**config.mk**
```make
export PLATFORM = sky130hd
export DESIGN_NAME = eve_exc_unit
export DESIGN_NICKNAME = d
export VERILOG_FILES = /design/src/rtl/eve_pkg.sv /design/src/rtl/eve_dbg_detect.sv /design/src/rtl/eve_ud_classify.sv /design/src/rtl/eve_exc_unit.sv
export VERILOG_INCLUDE_DIRS = /design/src /design/src/rtl
export SDC_FILE = /design/constraint.sdc
export NUM_CORES = 1
export LEC_CHECK = 0
export BUFFER_PORTS_ARGS = -buffer_cell sky130_fd_sc_hd__buf_2
export CAP_MARGIN = 30
export CORE_AREA = 2 2 190 192
export CTS_BUF_LIST = sky130_fd_sc_hd__clkbuf_16
export DETAILED_ROUTE_END_ITERATION = 7
export DIE_AREA = 0 0 192 194
export REMOVE_ABC_BUFFERS = 1
export SYNTH_ARGS = -nofsm -noshare
export SYNTH_HDL_FRONTEND = slang
export SYNTH_SLANG_ARGS = --single-unit
```
**constraint.sdc**
```tcl
create_clock -name i_clk -period 2.9 [get_ports i_clk]
set_input_delay 0 -clock i_clk [delete_from_list [all_inputs] [get_ports i_clk]]
set_output_delay 0 -clock i_clk [all_outputs]
set_load 0.01 [all_outputs]
```
**src/rtl/eve_cfg.svh**
```systemverilog
// Constants of the early-vector exception unit: vectors, field positions.
// Assumes inclusion by bare name from the package; design modules use its macros without including it.
// What this block does
// - Enabled debug causes raise debug_exc.
// - Opcode 0F1h raises debug_exc.
// - No error code; causes go to debug_status_reg.
// - Breakpoint and general detect give a debug fault.
// - Other debug causes trap with the next pointer.
// - resume_flag clears per good instruction, later after return_from_interrupt, jump, call.
// - Non-debug exceptions and interrupted string instructions push resume_flag as 1.
// - With resume_flag set, skip the instruction breakpoint once, then clear it.
// - Delivering debug_exc pushes resume_flag as 0.
// - Take a non-maskable interrupt at a boundary on vector 2, next pointer.
// - After taking one, ignore further non-maskable requests until return_from_interrupt.
// - one_byte_break_instr traps on vector 3, pointer past the byte.
// - Overflow trap with arith_overflow_flag 1 traps on vector 4.
// - Array-limit check outside bounds faults on vector 5 at that instruction.
// - Reserved opcodes, undefined instrs, bad lock, bad operands fault on vector 6.
// - Fast syscall in long mode, legacy opcodes in 64-bit mode fault.
// - Control-bit SIMD, debug-alias, sysmgmt-resume cases fault on vector 6.
// - Coprocessor checks on wait, x87 and media raise vector 7 as a fault.
// - Contributory or page-fault pairs escalate to double_fault_exc, vector 8.
// - Third event during double fault shuts down; exit by NMI, reset, soft startup.
// - Double fault is an abort with error code zero and no restart pointer.
`ifndef EVE_CFG_SVH
`define EVE_CFG_SVH

`define EVE_VEC_DB        8'h01
`define EVE_VEC_NMI       8'h02
`define EVE_VEC_BP        8'h03
`define EVE_VEC_OF        8'h04
`define EVE_VEC_BR        8'h05
`define EVE_VEC_UD        8'h06
`define EVE_VEC_NM        8'h07
`define EVE_VEC_DF        8'h08
`define EVE_VEC_DE        8'h00
`define EVE_VEC_TS        8'h0A
`define EVE_VEC_GP        8'h0D
`define EVE_VEC_PF        8'h0E
`define EVE_VEC_CP        8'h15
`define EVE_VEC_VC        8'h1D
`define EVE_VEC_SX        8'h1E

`define EVE_OPC_SINGLE_BYTE_DEBUG_TRAP_INSTR      8'hF1
`define EVE_OPC_FARCALL   8'h9A
`define EVE_OPC_FARJMP    8'hEA
`define EVE_DR_ALIAS_LO   3'h4
`define EVE_DR_ALIAS_HI   3'h5

`define EVE_GD_BIT        13
`define EVE_ST_INS        0
`define EVE_ST_DATA       1
`define EVE_ST_IO         2
`define EVE_ST_SINGLE_BYTE_DEBUG_TRAP_INSTR       3
`define EVE_ST_BD         13
`define EVE_ST_BS         14
`define EVE_ST_BT         15

`define EVE_ERR_NONE      32'h0000_0000
`define EVE_DBG_ST_RST    16'h0000

`endif

```
**src/rtl/eve_pkg.sv**
```systemverilog
// Types of the early-vector exception unit.
// Assumes eve_cfg.svh on the include path.
`include "eve_cfg.svh"
package eve_pkg;

	// Delivery state machine, one-hot
	typedef enum logic [3:0] {
		EVE_IDLE  = 4'h1,
		EVE_DELIV = 4'h2,
		EVE_DFLT  = 4'h4,
		EVE_SHUT  = 4'h8
	} eve_state_e;

	// How the exception restarts
	typedef enum logic [1:0] {
		EVE_FAULT = 2'h0,
		EVE_TRAP  = 2'h1,
		EVE_ABORT = 2'h2,
		EVE_INTR  = 2'h3
	} eve_kind_e;

	// Class for double-fault escalation
	typedef enum logic [1:0] {
		EVE_BENIGN  = 2'h0,
		EVE_CONTRIB = 2'h1,
		EVE_PGFLT   = 2'h2
	} eve_class_e;

	// Classify a vector; page faults are listed apart
	function automatic eve_class_e eve_class(input logic [7:0] vec);
		eve_class_e c;
		c = EVE_BENIGN;
		if (vec == `EVE_VEC_PF) begin
			c = EVE_PGFLT;
		end else if (vec == `EVE_VEC_DE || (vec >= `EVE_VEC_TS && vec <= `EVE_VEC_GP) ||
			vec == `EVE_VEC_CP || vec == `EVE_VEC_VC || vec == `EVE_VEC_SX) begin
			c = EVE_CONTRIB;
		end
		return c;
	endfunction

endpackage

```
**src/rtl/eve_dbg_detect.sv**
```systemverilog
// Debug-event detection: splits causes into fault and trap classes.
// Assumes same-clock event strobes from the address comparators.
`timescale 1ns/1ps
module eve_dbg_detect
	import eve_pkg::*;
(
	// Enables
	input  wire logic        i_dbg_en,
	input  wire logic        i_gd,
	input  wire logic        i_rf,
	input  wire logic        i_tf,
	// Events of the current instruction
	input  wire logic        i_ins_match,
	input  wire logic        i_data_rd,
	input  wire logic        i_data_wr,
	input  wire logic        i_io_rd,
	input  wire logic        i_io_wr,
	input  wire logic        i_task_sw,
	input  wire logic        i_dr_access,
	input  wire logic [7:0]  i_opcode,
	// Results
	output logic             o_fault,
	output logic             o_trap,
	output logic [15:0]      o_cause
);
	logic ins_hit;
	logic gd_hit;
	logic single_byte_debug_trap_instr_hit;

	// Breakpoint masked once by the resume flag
	assign ins_hit  = i_dbg_en & i_ins_match & ~i_rf;
	assign gd_hit   = i_dbg_en & i_dr_access & i_gd;
	assign single_byte_debug_trap_instr_hit = (i_opcode == `EVE_OPC_SINGLE_BYTE_DEBUG_TRAP_INSTR);
	assign o_fault  = ins_hit | gd_hit;
	assign o_trap   = single_byte_debug_trap_instr_hit | (i_dbg_en & (i_tf | i_data_rd | i_data_wr |
		i_io_rd | i_io_wr | i_task_sw));

	// Cause bits for the status register
	always_comb begin
		o_cause                = `EVE_DBG_ST_RST;
		o_cause[`EVE_ST_INS]   = ins_hit;
		o_cause[`EVE_ST_DATA]  = i_dbg_en & (i_data_rd | i_data_wr);
		o_cause[`EVE_ST_IO]    = i_dbg_en & (i_io_rd | i_io_wr);
		o_cause[`EVE_ST_SINGLE_BYTE_DEBUG_TRAP_INSTR]  = single_byte_debug_trap_instr_hit;
		o_cause[`EVE_ST_BD]    = gd_hit;
		o_cause[`EVE_ST_BS]    = i_dbg_en & i_tf;
		o_cause[`EVE_ST_BT]    = i_dbg_en & i_task_sw;
	end
endmodule

```
**src/rtl/eve_ud_classify.sv**
```systemverilog
// Invalid-opcode and coprocessor-unavailable decode for one instruction.
// Assumes decode attributes and control bits from the same clock.
`timescale 1ns/1ps
module eve_ud_classify
	import eve_pkg::*;
(
	// Decode attributes
	input  wire logic        i_reserved_op,
	input  wire logic        i_undef_instr,
	input  wire logic        i_lock,
	input  wire logic        i_lockable,
	input  wire logic        i_mem_target,
	input  wire logic        i_bad_operand,
	input  wire logic        i_fast_syscall,
	input  wire logic        i_legacy64,
	input  wire logic [7:0]  i_opcode,
	input  wire logic        i_legacy_simd,
	input  wire logic        i_simd,
	input  wire logic        i_media,
	input  wire logic        i_simd_num_exc,
	input  wire logic        i_dr_access,
	input  wire logic [2:0]  i_dr_index,
	input  wire logic        i_sysmgmt_resume,
	input  wire logic        i_x87,
	input  wire logic        i_fpu_wait,
	// Mode and control bits
	input  wire logic        i_long_mode,
	input  wire logic        i_mode64,
	input  wire logic        i_in_sysmgmt,
	input  wire logic        i_ext_save_en,
	input  wire logic        i_simd_fault_en,
	input  wire logic        i_softsim,
	input  wire logic        i_dbg_ext,
	input  wire logic        i_monitor,
	input  wire logic        i_task_sw_bit,
	// Results
	output logic             o_ud,
	output logic             o_nm
);
	logic ud_base;
	logic ud_mode;
	logic ud_ctl;
	logic alias_dr;

	assign ud_base  = i_reserved_op | i_undef_instr | i_bad_operand |
		(i_lock & (~i_lockable | ~i_mem_target));
	assign ud_mode  = (i_fast_syscall & i_long_mode) | (i_mode64 & (i_legacy64 |
		i_opcode == `EVE_OPC_FARCALL | i_opcode == `EVE_OPC_FARJMP));
	assign alias_dr = i_dr_index == `EVE_DR_ALIAS_LO | i_dr_index == `EVE_DR_ALIAS_HI;
	assign ud_ctl   = (i_legacy_simd & ~i_ext_save_en) | ((i_simd | i_media) & i_softsim) |
		(i_simd_num_exc & ~i_simd_fault_en) | (i_dr_access & alias_dr & i_dbg_ext) |
		(i_sysmgmt_resume & ~i_in_sysmgmt);
	assign o_ud     = ud_base | ud_mode | ud_ctl;
	// Wait faults only with monitor and task-switched
	assign o_nm     = (i_fpu_wait & i_monitor & i_task_sw_bit) | (i_x87 & i_softsim) |
		((i_x87 | i_simd | i_media) & i_task_sw_bit);
endmodule

```
**src/rtl/eve_exc_unit.sv**
```systemverilog
// Exception selection and delivery for vectors 1 to 8 with escalation.
// Assumes one retire strobe per instruction and a dispatcher that
// acknowledges each delivered exception with a done pulse.
`timescale 1ns/1ps
module eve_exc_unit
	import eve_pkg::*;
#(
	parameter int IP_W = 64
)(
	// Clock and reset
	input  wire logic            i_clk,
	input  wire logic            i_rst_n,
	// Retiring instruction
	input  wire logic            i_instr_valid,
	input  wire logic [IP_W-1:0] i_ip,
	input  wire logic [IP_W-1:0] i_next_ip,
	input  wire logic [7:0]      i_opcode,
	input  wire logic            i_one_byte_break_instr,
	input  wire logic            i_ovf_trap_instr,
	input  wire logic            i_bound_instr,
	input  wire logic [31:0]     i_bound_index,
	input  wire logic [31:0]     i_bound_lo,
	input  wire logic [31:0]     i_bound_hi,
	input  wire logic            i_return_from_interrupt,
	input  wire logic            i_rf_defer_instr,
	input  wire logic            i_string_instr,
	input  wire logic            i_popped_rf,
	// Decode attributes
	input  wire logic            i_reserved_op,
	input  wire logic            i_reserved_undefined_instrs,
	input  wire logic            i_lock,
	input  wire logic            i_lockable,
	input  wire logic            i_mem_target,
	input  wire logic            i_bad_operand,
	input  wire logic            i_fast_syscall_entry_exit,
	input  wire logic            i_legacy64,
	input  wire logic            i_legacy_simd,
	input  wire logic            i_simd,
	input  wire logic            i_media,
	input  wire logic            i_simd_num_exc,
	input  wire logic            i_dr_access,
	input  wire logic [2:0]      i_dr_index,
	input  wire logic            i_resume_from_sysmgmt,
	input  wire logic            i_x87,
	input  wire logic            i_fpu_wait_instr,
	// Debug comparators
	input  wire logic            i_dbg_ins_match,
	input  wire logic            i_dbg_data_rd,
	input  wire logic            i_dbg_data_wr,
	input  wire logic            i_dbg_io_rd,
	input  wire logic            i_dbg_io_wr,
	input  wire logic            i_dbg_task_sw,
	input  wire logic            i_dbg_status_clr,
	// Mode and control bits
	input  wire logic            i_dbg_en,
	input  wire logic [31:0]     i_debug_control_reg,
	input  wire logic            i_single_step_flag,
	input  wire logic            i_arith_overflow_flag,
	input  wire logic            i_long_mode,
	input  wire logic            i_mode64,
	input  wire logic            i_system_management_mode,
	input  wire logic            i_extended_state_save_enable,
	input  wire logic            i_simd_fault_enable,
	input  wire logic            i_fpu_softsim_bit,
	input  wire logic            i_dbg_ext_bit,
	input  wire logic            i_monitor_coproc_bit,
	input  wire logic            i_task_switched_bit,
	// NMI pin and soft startup
	input  wire logic            i_nmi,
	input  wire logic            i_soft_startup,
	// Other vectors and delivery
	input  wire logic            i_other_exc_valid,
	input  wire logic [7:0]      i_other_exc_vector,
	input  wire logic            i_other_exc_has_err,
	input  wire logic [31:0]     i_other_exc_err_code,
	input  wire logic            i_deliver_done,
	// Exception to dispatch
	output logic                 o_exc_valid,
	output logic [7:0]           o_exc_vector,
	output logic                 o_exc_has_err,
	output logic [31:0]          o_exc_err_code,
	output eve_kind_e            o_exc_kind,
	output logic [IP_W-1:0]      o_saved_ip,
	output logic                 o_pushed_rf,
	// Status
	output logic                 o_resume_flag,
	output logic [15:0]          o_debug_status_reg,
	output logic                 o_nmi_blocked,
	output logic                 o_shutdown
);
	// Narrow pointers cannot hold code addresses
	initial begin
		if (IP_W < 16 || IP_W > 64) begin
			$error("eve_exc_unit: IP_W out of range");
		end
	end

	typedef struct packed {
		eve_state_e      state;
		logic            nmi_s1;
		logic            nmi_s2;
		logic            nmi_s3;
		logic            nmi_pend;
		logic            nmi_blk;
		logic            rf;
		logic [7:0]      cur_vec;
		logic            exc_valid;
		logic [7:0]      exc_vec;
		logic            exc_err;
		logic [31:0]     err_code;
		eve_kind_e       kind;
		logic [IP_W-1:0] saved_ip;
		logic            pushed_rf;
		logic [15:0]     dbg_st;
	} eve_st_s;

	eve_st_s st;
	eve_st_s next_st;

	logic        dbg_fault;
	logic        dbg_trap;
	logic [15:0] dbg_cause;
	logic        ud_hit;
	logic        nm_hit;
	logic        br_hit;
	logic        of_hit;
	logic        nmi_edge;
	logic        df_pair;
	eve_class_e  cur_cls;
	eve_class_e  new_cls;

	// Debug causes
	eve_dbg_detect u_dbg (
		.i_dbg_en    (i_dbg_en),
		.i_gd        (i_debug_control_reg[`EVE_GD_BIT]),
		.i_rf        (st.rf),
		.i_tf        (i_single_step_flag),
		.i_ins_match (i_dbg_ins_match),
		.i_data_rd   (i_dbg_data_rd),
		.i_data_wr   (i_dbg_data_wr),
		.i_io_rd     (i_dbg_io_rd),
		.i_io_wr     (i_dbg_io_wr),
		.i_task_sw   (i_dbg_task_sw),
		.i_dr_access (i_dr_access),
		.i_opcode    (i_opcode),
		.o_fault     (dbg_fault),
		.o_trap      (dbg_trap),
		.o_cause     (dbg_cause)
	);

	// Invalid-opcode and coprocessor checks
	eve_ud_classify u_ud (
		.i_reserved_op    (i_reserved_op),
		.i_undef_instr    (i_reserved_undefined_instrs),
		.i_lock           (i_lock),
		.i_lockable       (i_lockable),
		.i_mem_target     (i_mem_target),
		.i_bad_operand    (i_bad_operand),
		.i_fast_syscall   (i_fast_syscall_entry_exit),
		.i_legacy64       (i_legacy64),
		.i_opcode         (i_opcode),
		.i_legacy_simd    (i_legacy_simd),
		.i_simd           (i_simd),
		.i_media          (i_media),
		.i_simd_num_exc   (i_simd_num_exc),
		.i_dr_access      (i_dr_access),
		.i_dr_index       (i_dr_index),
		.i_sysmgmt_resume (i_resume_from_sysmgmt),
		.i_x87            (i_x87),
		.i_fpu_wait       (i_fpu_wait_instr),
		.i_long_mode      (i_long_mode),
		.i_mode64         (i_mode64),
		.i_in_sysmgmt     (i_system_management_mode),
		.i_ext_save_en    (i_extended_state_save_enable),
		.i_simd_fault_en  (i_simd_fault_enable),
		.i_softsim        (i_fpu_softsim_bit),
		.i_dbg_ext        (i_dbg_ext_bit),
		.i_monitor        (i_monitor_coproc_bit),
		.i_task_sw_bit    (i_task_switched_bit),
		.o_ud             (ud_hit),
		.o_nm             (nm_hit)
	);

	// Bound and overflow checks
	assign br_hit   = i_bound_instr & (($signed(i_bound_index) < $signed(i_bound_lo)) |
		($signed(i_bound_index) > $signed(i_bound_hi)));
	assign of_hit   = i_ovf_trap_instr & i_arith_overflow_flag;
	// Edge past the second sync stage
	assign nmi_edge = st.nmi_s2 & ~st.nmi_s3;
	// Escalation pair check
	assign cur_cls  = eve_class(st.cur_vec);
	assign new_cls  = eve_class(i_other_exc_vector);
	assign df_pair  = (cur_cls == EVE_CONTRIB && new_cls == EVE_CONTRIB) ||
		(cur_cls == EVE_PGFLT && new_cls != EVE_BENIGN);

	// Next state
	always_comb begin
		next_st           = st;
		next_st.exc_valid = 1'b0;
		next_st.nmi_s1    = i_nmi;
		next_st.nmi_s2    = st.nmi_s1;
		next_st.nmi_s3    = st.nmi_s2;
		// Requests while blocked are dropped, not queued
		if (nmi_edge && !st.nmi_blk) begin
			next_st.nmi_pend = 1'b1;
		end
		// Sticky causes; set beats clear
		if (i_dbg_status_clr) begin
			next_st.dbg_st = `EVE_DBG_ST_RST;
		end
		case (st.state)
			EVE_IDLE: begin
				if (i_other_exc_valid) begin
					next_st.exc_valid = 1'b1;
					next_st.exc_vec   = i_other_exc_vector;
					next_st.exc_err   = i_other_exc_has_err;
					next_st.err_code  = i_other_exc_err_code;
					next_st.kind      = EVE_FAULT;
					next_st.saved_ip  = i_ip;
					next_st.pushed_rf = 1'b1;
					next_st.cur_vec   = i_other_exc_vector;
					next_st.state     = EVE_DELIV;
				end else if (i_instr_valid) begin
					next_st.exc_err   = 1'b0;
					next_st.err_code  = `EVE_ERR_NONE;
					next_st.saved_ip  = i_ip;
					next_st.kind      = EVE_FAULT;
					next_st.pushed_rf = 1'b1;
					next_st.exc_valid = 1'b1;
					// Faults first
					if (dbg_fault) begin
						next_st.exc_vec   = `EVE_VEC_DB;
						next_st.pushed_rf = 1'b0;
						next_st.dbg_st    = (i_dbg_status_clr ? `EVE_DBG_ST_RST : st.dbg_st) |
							dbg_cause;
					end else if (ud_hit) begin
						next_st.exc_vec   = `EVE_VEC_UD;
					end else if (nm_hit) begin
						next_st.exc_vec   = `EVE_VEC_NM;
					end else if (br_hit) begin
						next_st.exc_vec   = `EVE_VEC_BR;
					end else begin
						// Completed: resume flag
						if (i_return_from_interrupt) begin
							next_st.rf      = i_popped_rf;
							next_st.nmi_blk = 1'b0;
						end else if (!i_rf_defer_instr) begin
							next_st.rf      = 1'b0;
						end
						next_st.saved_ip = i_next_ip;
						next_st.kind     = EVE_TRAP;
						if (dbg_trap) begin
							next_st.exc_vec   = `EVE_VEC_DB;
							next_st.pushed_rf = 1'b0;
							next_st.dbg_st    = (i_dbg_status_clr ? `EVE_DBG_ST_RST :
								st.dbg_st) | dbg_cause;
						end else if (i_one_byte_break_instr) begin
							next_st.exc_vec   = `EVE_VEC_BP;
						end else if (of_hit) begin
							next_st.exc_vec   = `EVE_VEC_OF;
						end else if (st.nmi_pend && !st.nmi_blk) begin
							// Only at a boundary
							next_st.exc_vec   = `EVE_VEC_NMI;
							next_st.kind      = EVE_INTR;
							next_st.pushed_rf = i_string_instr;
							next_st.nmi_pend  = 1'b0;
							next_st.nmi_blk   = 1'b1;
						end else begin
							next_st.exc_valid = 1'b0;
						end
					end
					next_st.cur_vec = next_st.exc_vec;
					if (next_st.exc_valid) begin
						next_st.state = EVE_DELIV;
					end
				end
			end
			EVE_DELIV: begin
				if (i_other_exc_valid && df_pair) begin
					next_st.exc_valid = 1'b1;
					next_st.exc_vec   = `EVE_VEC_DF;
					next_st.exc_err   = 1'b1;
					next_st.err_code  = `EVE_ERR_NONE;
					next_st.kind      = EVE_ABORT;
					next_st.saved_ip  = '0;
					next_st.pushed_rf = 1'b1;
					next_st.cur_vec   = `EVE_VEC_DF;
					next_st.state     = EVE_DFLT;
				end else if (i_other_exc_valid) begin
					// Benign pair: second in turn
					next_st.exc_valid = 1'b1;
					next_st.exc_vec   = i_other_exc_vector;
					next_st.exc_err   = i_other_exc_has_err;
					next_st.err_code  = i_other_exc_err_code;
					next_st.kind      = EVE_FAULT;
					next_st.pushed_rf = 1'b1;
					next_st.cur_vec   = i_other_exc_vector;
				end else if (i_deliver_done) begin
					next_st.state = EVE_IDLE;
				end
			end
			EVE_DFLT: begin
				if (i_other_exc_valid) begin
					next_st.state = EVE_SHUT;
				end else if (i_deliver_done) begin
					next_st.state = EVE_IDLE;
				end
			end
			EVE_SHUT: begin
				// In an NMI handler only reset or soft startup wakes it
				if (nmi_edge && !st.nmi_blk) begin
					next_st.exc_valid = 1'b1;
					next_st.exc_vec   = `EVE_VEC_NMI;
					next_st.exc_err   = 1'b0;
					next_st.err_code  = `EVE_ERR_NONE;
					next_st.kind      = EVE_INTR;
					next_st.saved_ip  = '0;
					next_st.pushed_rf = 1'b0;
					next_st.nmi_pend  = 1'b0;
					next_st.nmi_blk   = 1'b1;
					next_st.cur_vec   = `EVE_VEC_NMI;
					next_st.state     = EVE_DELIV;
				end
			end
			default: begin
				next_st.state = EVE_IDLE;
			end
		endcase
		// Soft startup restarts from any state
		if (i_soft_startup) begin
			next_st.state     = EVE_IDLE;
			next_st.exc_valid = 1'b0;
			next_st.nmi_pend  = 1'b0;
			next_st.nmi_blk   = 1'b0;
			next_st.rf        = 1'b0;
		end
	end

	// State register
	always_ff @(posedge i_clk or negedge i_rst_n) begin
		if (!i_rst_n) begin
			st        <= '0;
			st.state  <= EVE_IDLE;
			st.kind   <= EVE_FAULT;
			st.dbg_st <= `EVE_DBG_ST_RST;
		end else begin
			st <= next_st;
		end
	end

	// Outputs from the state register
	assign o_exc_valid        = st.exc_valid;
	assign o_exc_vector       = st.exc_vec;
	assign o_exc_has_err      = st.exc_err;
	assign o_exc_err_code     = st.err_code;
	assign o_exc_kind         = st.kind;
	assign o_saved_ip         = st.saved_ip;
	assign o_pushed_rf        = st.pushed_rf;
	assign o_resume_flag      = st.rf;
	assign o_debug_status_reg = st.dbg_st;
	assign o_nmi_blocked      = st.nmi_blk;
	assign o_shutdown         = st.state == EVE_SHUT;
endmodule

```
======== Word-level counts from Yosys, hierarchy flattened ========
Index checks and enable logic that the tools add are counted.
Widths: inputs -> output; s select.
cells by class
  bitwise gates (word level) .............. 62
  reductions and logical operators ........ 29
  mux-type cells .......................... 77
  order comparisons ....................... 6
  eq/ne operators ......................... 40
operator list
  kind                number
  $pmux 117 s3        1
  $mux 83             3
  $mux 117            2
  $mux 136            1
  $mux 52             2
  $mux 66             1
  $mux 16             4
  $mux 64             1
  $mux 8              8
  $eq 8x5->1 const B  6
  $mux 4              9
  $gt 32x32->1        1
  $lt 32x32->1        1
  $or 1x1->1          29
  $and 1x1->1         25
  $mux 1              25
  $eq 8x8->1 const B  3
  $ne 3x3->1 const B  8
  $mux 2              11
  $mux 3              6
  $mux 17             1
  $eq 8x4->1 const B  2
  $ge 8x4->1 const B  2
  $le 8x4->1 const B  2
  23 further kinds    60
storage, ports and cells
  output and inout bits ................... 128
  input port bits ......................... 357
  register bits ........................... 143

======== Logic depth before layout (Yosys ltp) ========
  depth after elaboration ................. 20
  depth in mapped cells ................... 13
  mapped depth without buffers ............ 11

======== Hierarchy ========
From an unflattened synthesis, not the netlist that was laid out.
second synthesis, totals
  cell total of the unflattened synthesis .. 950
  area, all modules ....................... 8690.8 um^2
modules (own cells, without submodules)
  module           instances  area an instance (um^2)  cells each  seq. area each (um^2)
  eve_exc_unit     1          8379.3                   905         3379.5
  eve_dbg_detect   1          180.2                    26          0.0
  eve_ud_classify  1          131.4                    19          0.0

======== Worst setup path before layout ========
Ideal clock, no wire load.
  kind .................................... input-to-reg
  start point ............................. input i_bound_lo[24]
  end point ............................... register st[127] (netlist bit)
  stages on the path ...................... 12
  path buffers ............................ 1
  setup time .............................. 0.126 ns
  slack ................................... 0.447 ns
  data arrival time ....................... 2.327 ns
  required time ........................... 2.774 ns
  cell sequence ........................... inv_1 ha_1 a211o_1 a21oi_1 o21ai_1 a221o_1 a41oi_2 mux2i_1 a22oi_1 a31o_2 buf_2 a221o_1
between the ends
  word-level cells in the longest chain between the ends .. 10
RTL lines
  element               line                 text
  start, declared       eve_exc_unit.sv:22   input wire logic [31:0] i_bound_lo,
  $lt 32x32->1          eve_exc_unit.sv:185  assign br_hit = i_bound_instr & (($signed(i_bound_index) < $signed(i_bound_lo)) |
  $or 1x1->1            eve_exc_unit.sv:185
  $and 1x1->1           eve_exc_unit.sv:185
  $mux 8                eve_exc_unit.sv:240  end else if (br_hit) begin
  $mux 8                eve_exc_unit.sv:238  end else if (nm_hit) begin
  $mux 8                eve_exc_unit.sv:236  end else if (ud_hit) begin
  $mux 8                eve_exc_unit.sv:231  if (dbg_fault) begin
  $mux 136              eve_exc_unit.sv:223  end else if (i_instr_valid) begin
  $mux 117              eve_exc_unit.sv:213  if (i_other_exc_valid) begin
  $pmux 117 s3          eve_exc_unit.sv:211  case (st.state)
  end signal, assigned  eve_exc_unit.sv:347  st <= next_st;
  end, declared         eve_exc_unit.sv:117  eve_st_s st;
No other way between the ends. The select of a mux whose other input is x is not followed.
A chain may end at the register's enable or synchronous reset.

======== Worst setup path after layout ========
  start point ............................. input i_bound_index[24]
  end point ............................... register st (netlist bit o_resume_flag)
between the ends
  word-level cells in the longest chain between the ends .. 5
  elaborated cells between the ends (all ways) .. 6
RTL lines
  element                                       line                                      text
  start, declared                               eve_exc_unit.sv:21                        input wire logic [31:0] i_bound_index,
  $lt 32x32->1 or $gt 32x32->1 (tied branches)  eve_exc_unit.sv:185, eve_exc_unit.sv:186
  $or 1x1->1 *                                  eve_exc_unit.sv:185
  $and 1x1->1 *                                 eve_exc_unit.sv:185
  $ne 2x2->1 (no line) *                        -
  $reduce_and 8->1 (no line) *                  -
Every way passes the cells marked *; elsewhere a longest branch is shown, timed or not.

==> impl_metrics.sql <==
INSERT INTO impl_metrics (metric_group, metric, value, unit) VALUES
('timing', 'final_skew', '13.0', 'ps'),
('clocking', 'clock_insertion_delay_worst_skew', '420', 'ps'),
('critical_path', 'timing.critical_path.slowest_cell_delay', '570', 'ps'),
('yosys', 'syn_area', '9230', 'sq um'),
('yosys', 'ys_async_sr_fraction', '100', '%'),
('timing', 'hold_viol', '0', ''),
('yosys', 'seq_area_frac_synth', '34.2', '%'),
('global_route', 'gr-usage-all-layers', '18.2', '%'),
('clocking', 'clock-sinks', '126', ''),
('floorplanning', 'start_util', '26.2', '%'),
('clocking', 'cts_htree_levels', '4', ''),
('detailed_routing', 'via_per_inst', '4.75', ''),
('floorplanning', 'core', '35200', 'sq um'),
('finish', 'final_design_area_no_fill', '13700', 'sq um'),
('global_route', 'antenna_found_initial', '4', ''),
('critical_path', 'critical_path_buf_inv_count', '4', ''),
('detailed_routing', 'route.vias.total', '9439', ''),
('placement', 'dp.final_hpwl', '24700', 'um'),
('placement', 'placedInstanceArea', '11200', 'sq um'),
('detailed_routing', 'detail-route-antenna-nets', '0', ''),
('detailed_routing', 'post-route-drc-count', '0', ''),
('clocking', 'cts_setup_buffers', '0', ''),
('timing', 'post-route-min-period', '2750', 'ps'),
('yosys', 'register_bit_total_from_synthesis', '126', ''),
('critical_path', 'critPathArrivalTime', '3100', 'ps'),
('timing', 'max_slew_margin', '47.3', '%'),
('min_path', 'worst_hold_path_type', 'input port to flip-flop', ''),
('critical_path', 'timing.critical_path.max_delay_family', 'compound AO/OA/AOI/OAI gates', ''),
('global_route', 'grt_start_max_net_pins', '78', ''),
('floorplanning', 'std_cell_rows', '69', ''),
('global_route', 'gr-total-overflow', '0', ''),
('finish', 'syn2layout_area_growth', '48.4', '%'),
('floorplanning', 'dieArea', '37200', 'sq um'),
('finish', 'number_of_flip_flops_under_the_largest_register_name', '64', ''),
('detailed_routing', 'initial_detailed_routing_violation_count', '401', ''),
('timing', 'setup-tns-final', '0', 'ps'),
('yosys', 'synth_warnings', '0', ''),
('pwr', 'design_power_total', '9.26', 'mW'),
('global_route', 'wire_length_of_the_first_global_routing_pass', '53200', 'um'),
('yosys', 'synth_ff_type', 'sky130_fd_sc_hd__dfrtp_1', ''),
('clocking', 'clkTransAtPathRegs', '60', 'ps'),
('critical_path', 'cp-end-kind', 'flip-flop', ''),
('pwr', 'power.combinational.fraction', '43.1', '%'),
('finish', 'finalNetCount', '1930', ''),
('floorplanning', 'chipWidth', '192', 'um'),
('critical_path', 'cp-start-kind', 'input port', ''),
('timing', 'fmax', '364', 'MHz'),
('pwr', 'p_int', '5.66', 'mW'),
('floorplanning', 'chipHeight', '194', 'um'),
('run', 'timing.max_cap.violations', '0', ''),
('pwr', 'power.static_leakage', '6.83', 'nW'),
('outcome', 'outcome', 'completed', ''),
('pwr', 'max-vdd-ir-drop', '0.000411', 'V'),
('global_route', 'vias_in_the_first_global_route', '9857', ''),
('critical_path', 'timing.critical_path.mode_cell', 'sky130_fd_sc_hd__buf_4', ''),
('placement', 'port-buffer-count', '443', ''),
('placement', 'gp_routability_congestion', '0.890', ''),
('clocking', 'cts.path.max_buffers', '2', ''),
('yosys', 'yosys.cell_types.count', '66', ''),
('finish', 'final_core_area_utilization', '38.9', '%'),
('pwr', 'clkPwrFrac', '24.5', '%'),
('yosys', 'post_synth_inst_count', '995', ''),
('finish', 'drive_gt1_share', '33.9', '%'),
('finish', 'fillerInstances', '3512', ''),
('yosys', 'avg_inst_size_synth', '9.27', 'sq um'),
('yosys', 'count_of_flip_flops_with_a_built_in_enable_after_synthesis', '0', ''),
('timing', 'maxSlewViolCount', '0', ''),
('clocking', 'tritoncts', 'done', ''),
('clocking', 'number_of_buffers_created_by_cts', '17', ''),
('detailed_routing', 'wl_per_cell', '17.5', 'um'),
('critical_path', 'worstPathRequired', '3250', 'ps');
==> worst min-delay path, cell delays in order <==
cell and delay (ps):
sky130_fd_sc_hd__buf_2 110, sky130_fd_sc_hd__nand4_1 180, sky130_fd_sc_hd__o41ai_1 80
==> path summary, 6_finish.rpt <==
check	from	endpoint	slack, ps	cells after the start
min in group asynchronous	i_rst_n	o_saved_ip[39]	80	2
worst max register to register	st[130]	o_saved_ip[3]	290	9
worst max-delay path	i_bound_index[24]	o_resume_flag	150	14
worst min register to register	next_st[137]	next_st[136]	350	0
worst min-delay path	i_opcode[4]	o_debug_status_reg[3]	8	3
max in group asynchronous	i_rst_n	o_saved_ip[61]	1970	3
==> stage by stage <==
step,cells,worst slack (ps)
global route,1987,-2.06
floorplan,830,-2940
CTS,1983,149
finish,1987,149
global placement,1765,-27.1
detailed placement,1765,-79.5
==> what timing repair did <==
| action | CTS | global route |
|---|---|---|
| hold endpoints to repair | 215 | 1 |
| endpoints found under the setup margin | 0 | 1 |
| resized for setup | 0 | 2 |
| hold buffers | 186 | 1 |
==> kinds of logic (layout without fill, tap and decap cells) <==
family	count (synthesis)	count (layout)	share of synthesized area (%)
AOI/OAI and AO/OA	281	281	20.8
xor gates and xnor gates	4	4	0.380
adders and majority gates	63	63	8.54
buffers and inverters	254	774	16.2
DFF	126	126	34.2
muxes	65	65	7.05
other	1	12	0.0406
and+or+nand+nor	201	201	12.8
==> layer usage <==
metal / vias to the layer above / GRT usage, % / part of all wire, %
met2: 388 / 31.7 / 50
met3: 95 / 4.78 / 6.6
met5: - / 0 / 0.037
met1: 4494 / 20.9 / 40
li1: 4460 / - / -
met4: 2 / 8.06 / 3.7
==> cells in the final DEF (no fill, tap or decap), types with 8 or more instances in the layout <==
master | synthesis | layout
sky130_fd_sc_hd__a21oi_1 | 33 | 33
sky130_fd_sc_hd__a22o_1 | 35 | 35
sky130_fd_sc_hd__a22oi_1 | 67 | 67
sky130_fd_sc_hd__and2b_1 | 60 | 60
sky130_fd_sc_hd__buf_2 | 4 | 442
sky130_fd_sc_hd__buf_4 | 122 | 26
sky130_fd_sc_hd__clkbuf_16 | 0 | 17
sky130_fd_sc_hd__conb_1 | 1 | 9
sky130_fd_sc_hd__dfrtp_1 | 125 | 125
sky130_fd_sc_hd__dlygate4sd3_1 | 0 | 187
sky130_fd_sc_hd__ha_1 | 63 | 63
sky130_fd_sc_hd__inv_1 | 81 | 82
sky130_fd_sc_hd__mux2i_1 | 65 | 64
sky130_fd_sc_hd__nand2_1 | 41 | 40
sky130_fd_sc_hd__nand2b_1 | 8 | 8
sky130_fd_sc_hd__nand3_1 | 13 | 13
sky130_fd_sc_hd__nand4_1 | 10 | 10
sky130_fd_sc_hd__nor2_1 | 22 | 22
sky130_fd_sc_hd__nor3_1 | 12 | 11
sky130_fd_sc_hd__o21ai_0 | 22 | 22
sky130_fd_sc_hd__o21ai_1 | 61 | 61
==> area by class of cell <==
type	count	area (sq um)	share of cell area (%)
Sequential cell	126	3150	23.0
Clock buffer	17	425	3.11
Tap cell	461	577	4.21
Clock inverter	15	185	1.35
Inverter	81	304	2.22
Multi-Input combinational cell	623	4650	33.9
Timing Repair Buffer	661	4390	32.1
Antenna cell	3	7.51	0.0548
==> synth_stat cells (12+ instances only) <==
cell / count / area share (%)
sky130_fd_sc_hd__buf_4: 122 / 9.9
sky130_fd_sc_hd__nor3_1: 12 / 0.65
sky130_fd_sc_hd__nand3_1: 13 / 0.71
sky130_fd_sc_hd__o21ai_1: 61 / 3.3
sky130_fd_sc_hd__and2b_1: 60 / 4.9
sky130_fd_sc_hd__o21ai_0: 22 / 1.2
sky130_fd_sc_hd__nor2_1: 22 / 0.89
sky130_fd_sc_hd__a22o_1: 35 / 3.3
sky130_fd_sc_hd__a21oi_1: 33 / 1.8
sky130_fd_sc_hd__nand2_1: 41 / 1.7
sky130_fd_sc_hd__a22oi_1: 67 / 5.5
sky130_fd_sc_hd__dfrtp_1: 125 / 34
sky130_fd_sc_hd__inv_1: 81 / 3.3
sky130_fd_sc_hd__mux2i_1: 65 / 7.1
sky130_fd_sc_hd__clkbuf_1: 38 / 1.5
sky130_fd_sc_hd__ha_1: 63 / 8.5
==> power by group through the flow <==
stage	Combinational [mW]	Clock, mW	Sequential, mW
floorplan	1.65	0	3.27
global placement	3.74	0	2.99
detailed placement	3.82	0	2.99
CTS	4.01	2.33	2.99
global route	4.37	2.41	3.09
finish	4.00	2.27	3.00
Power figures use the tool's default switching activity.
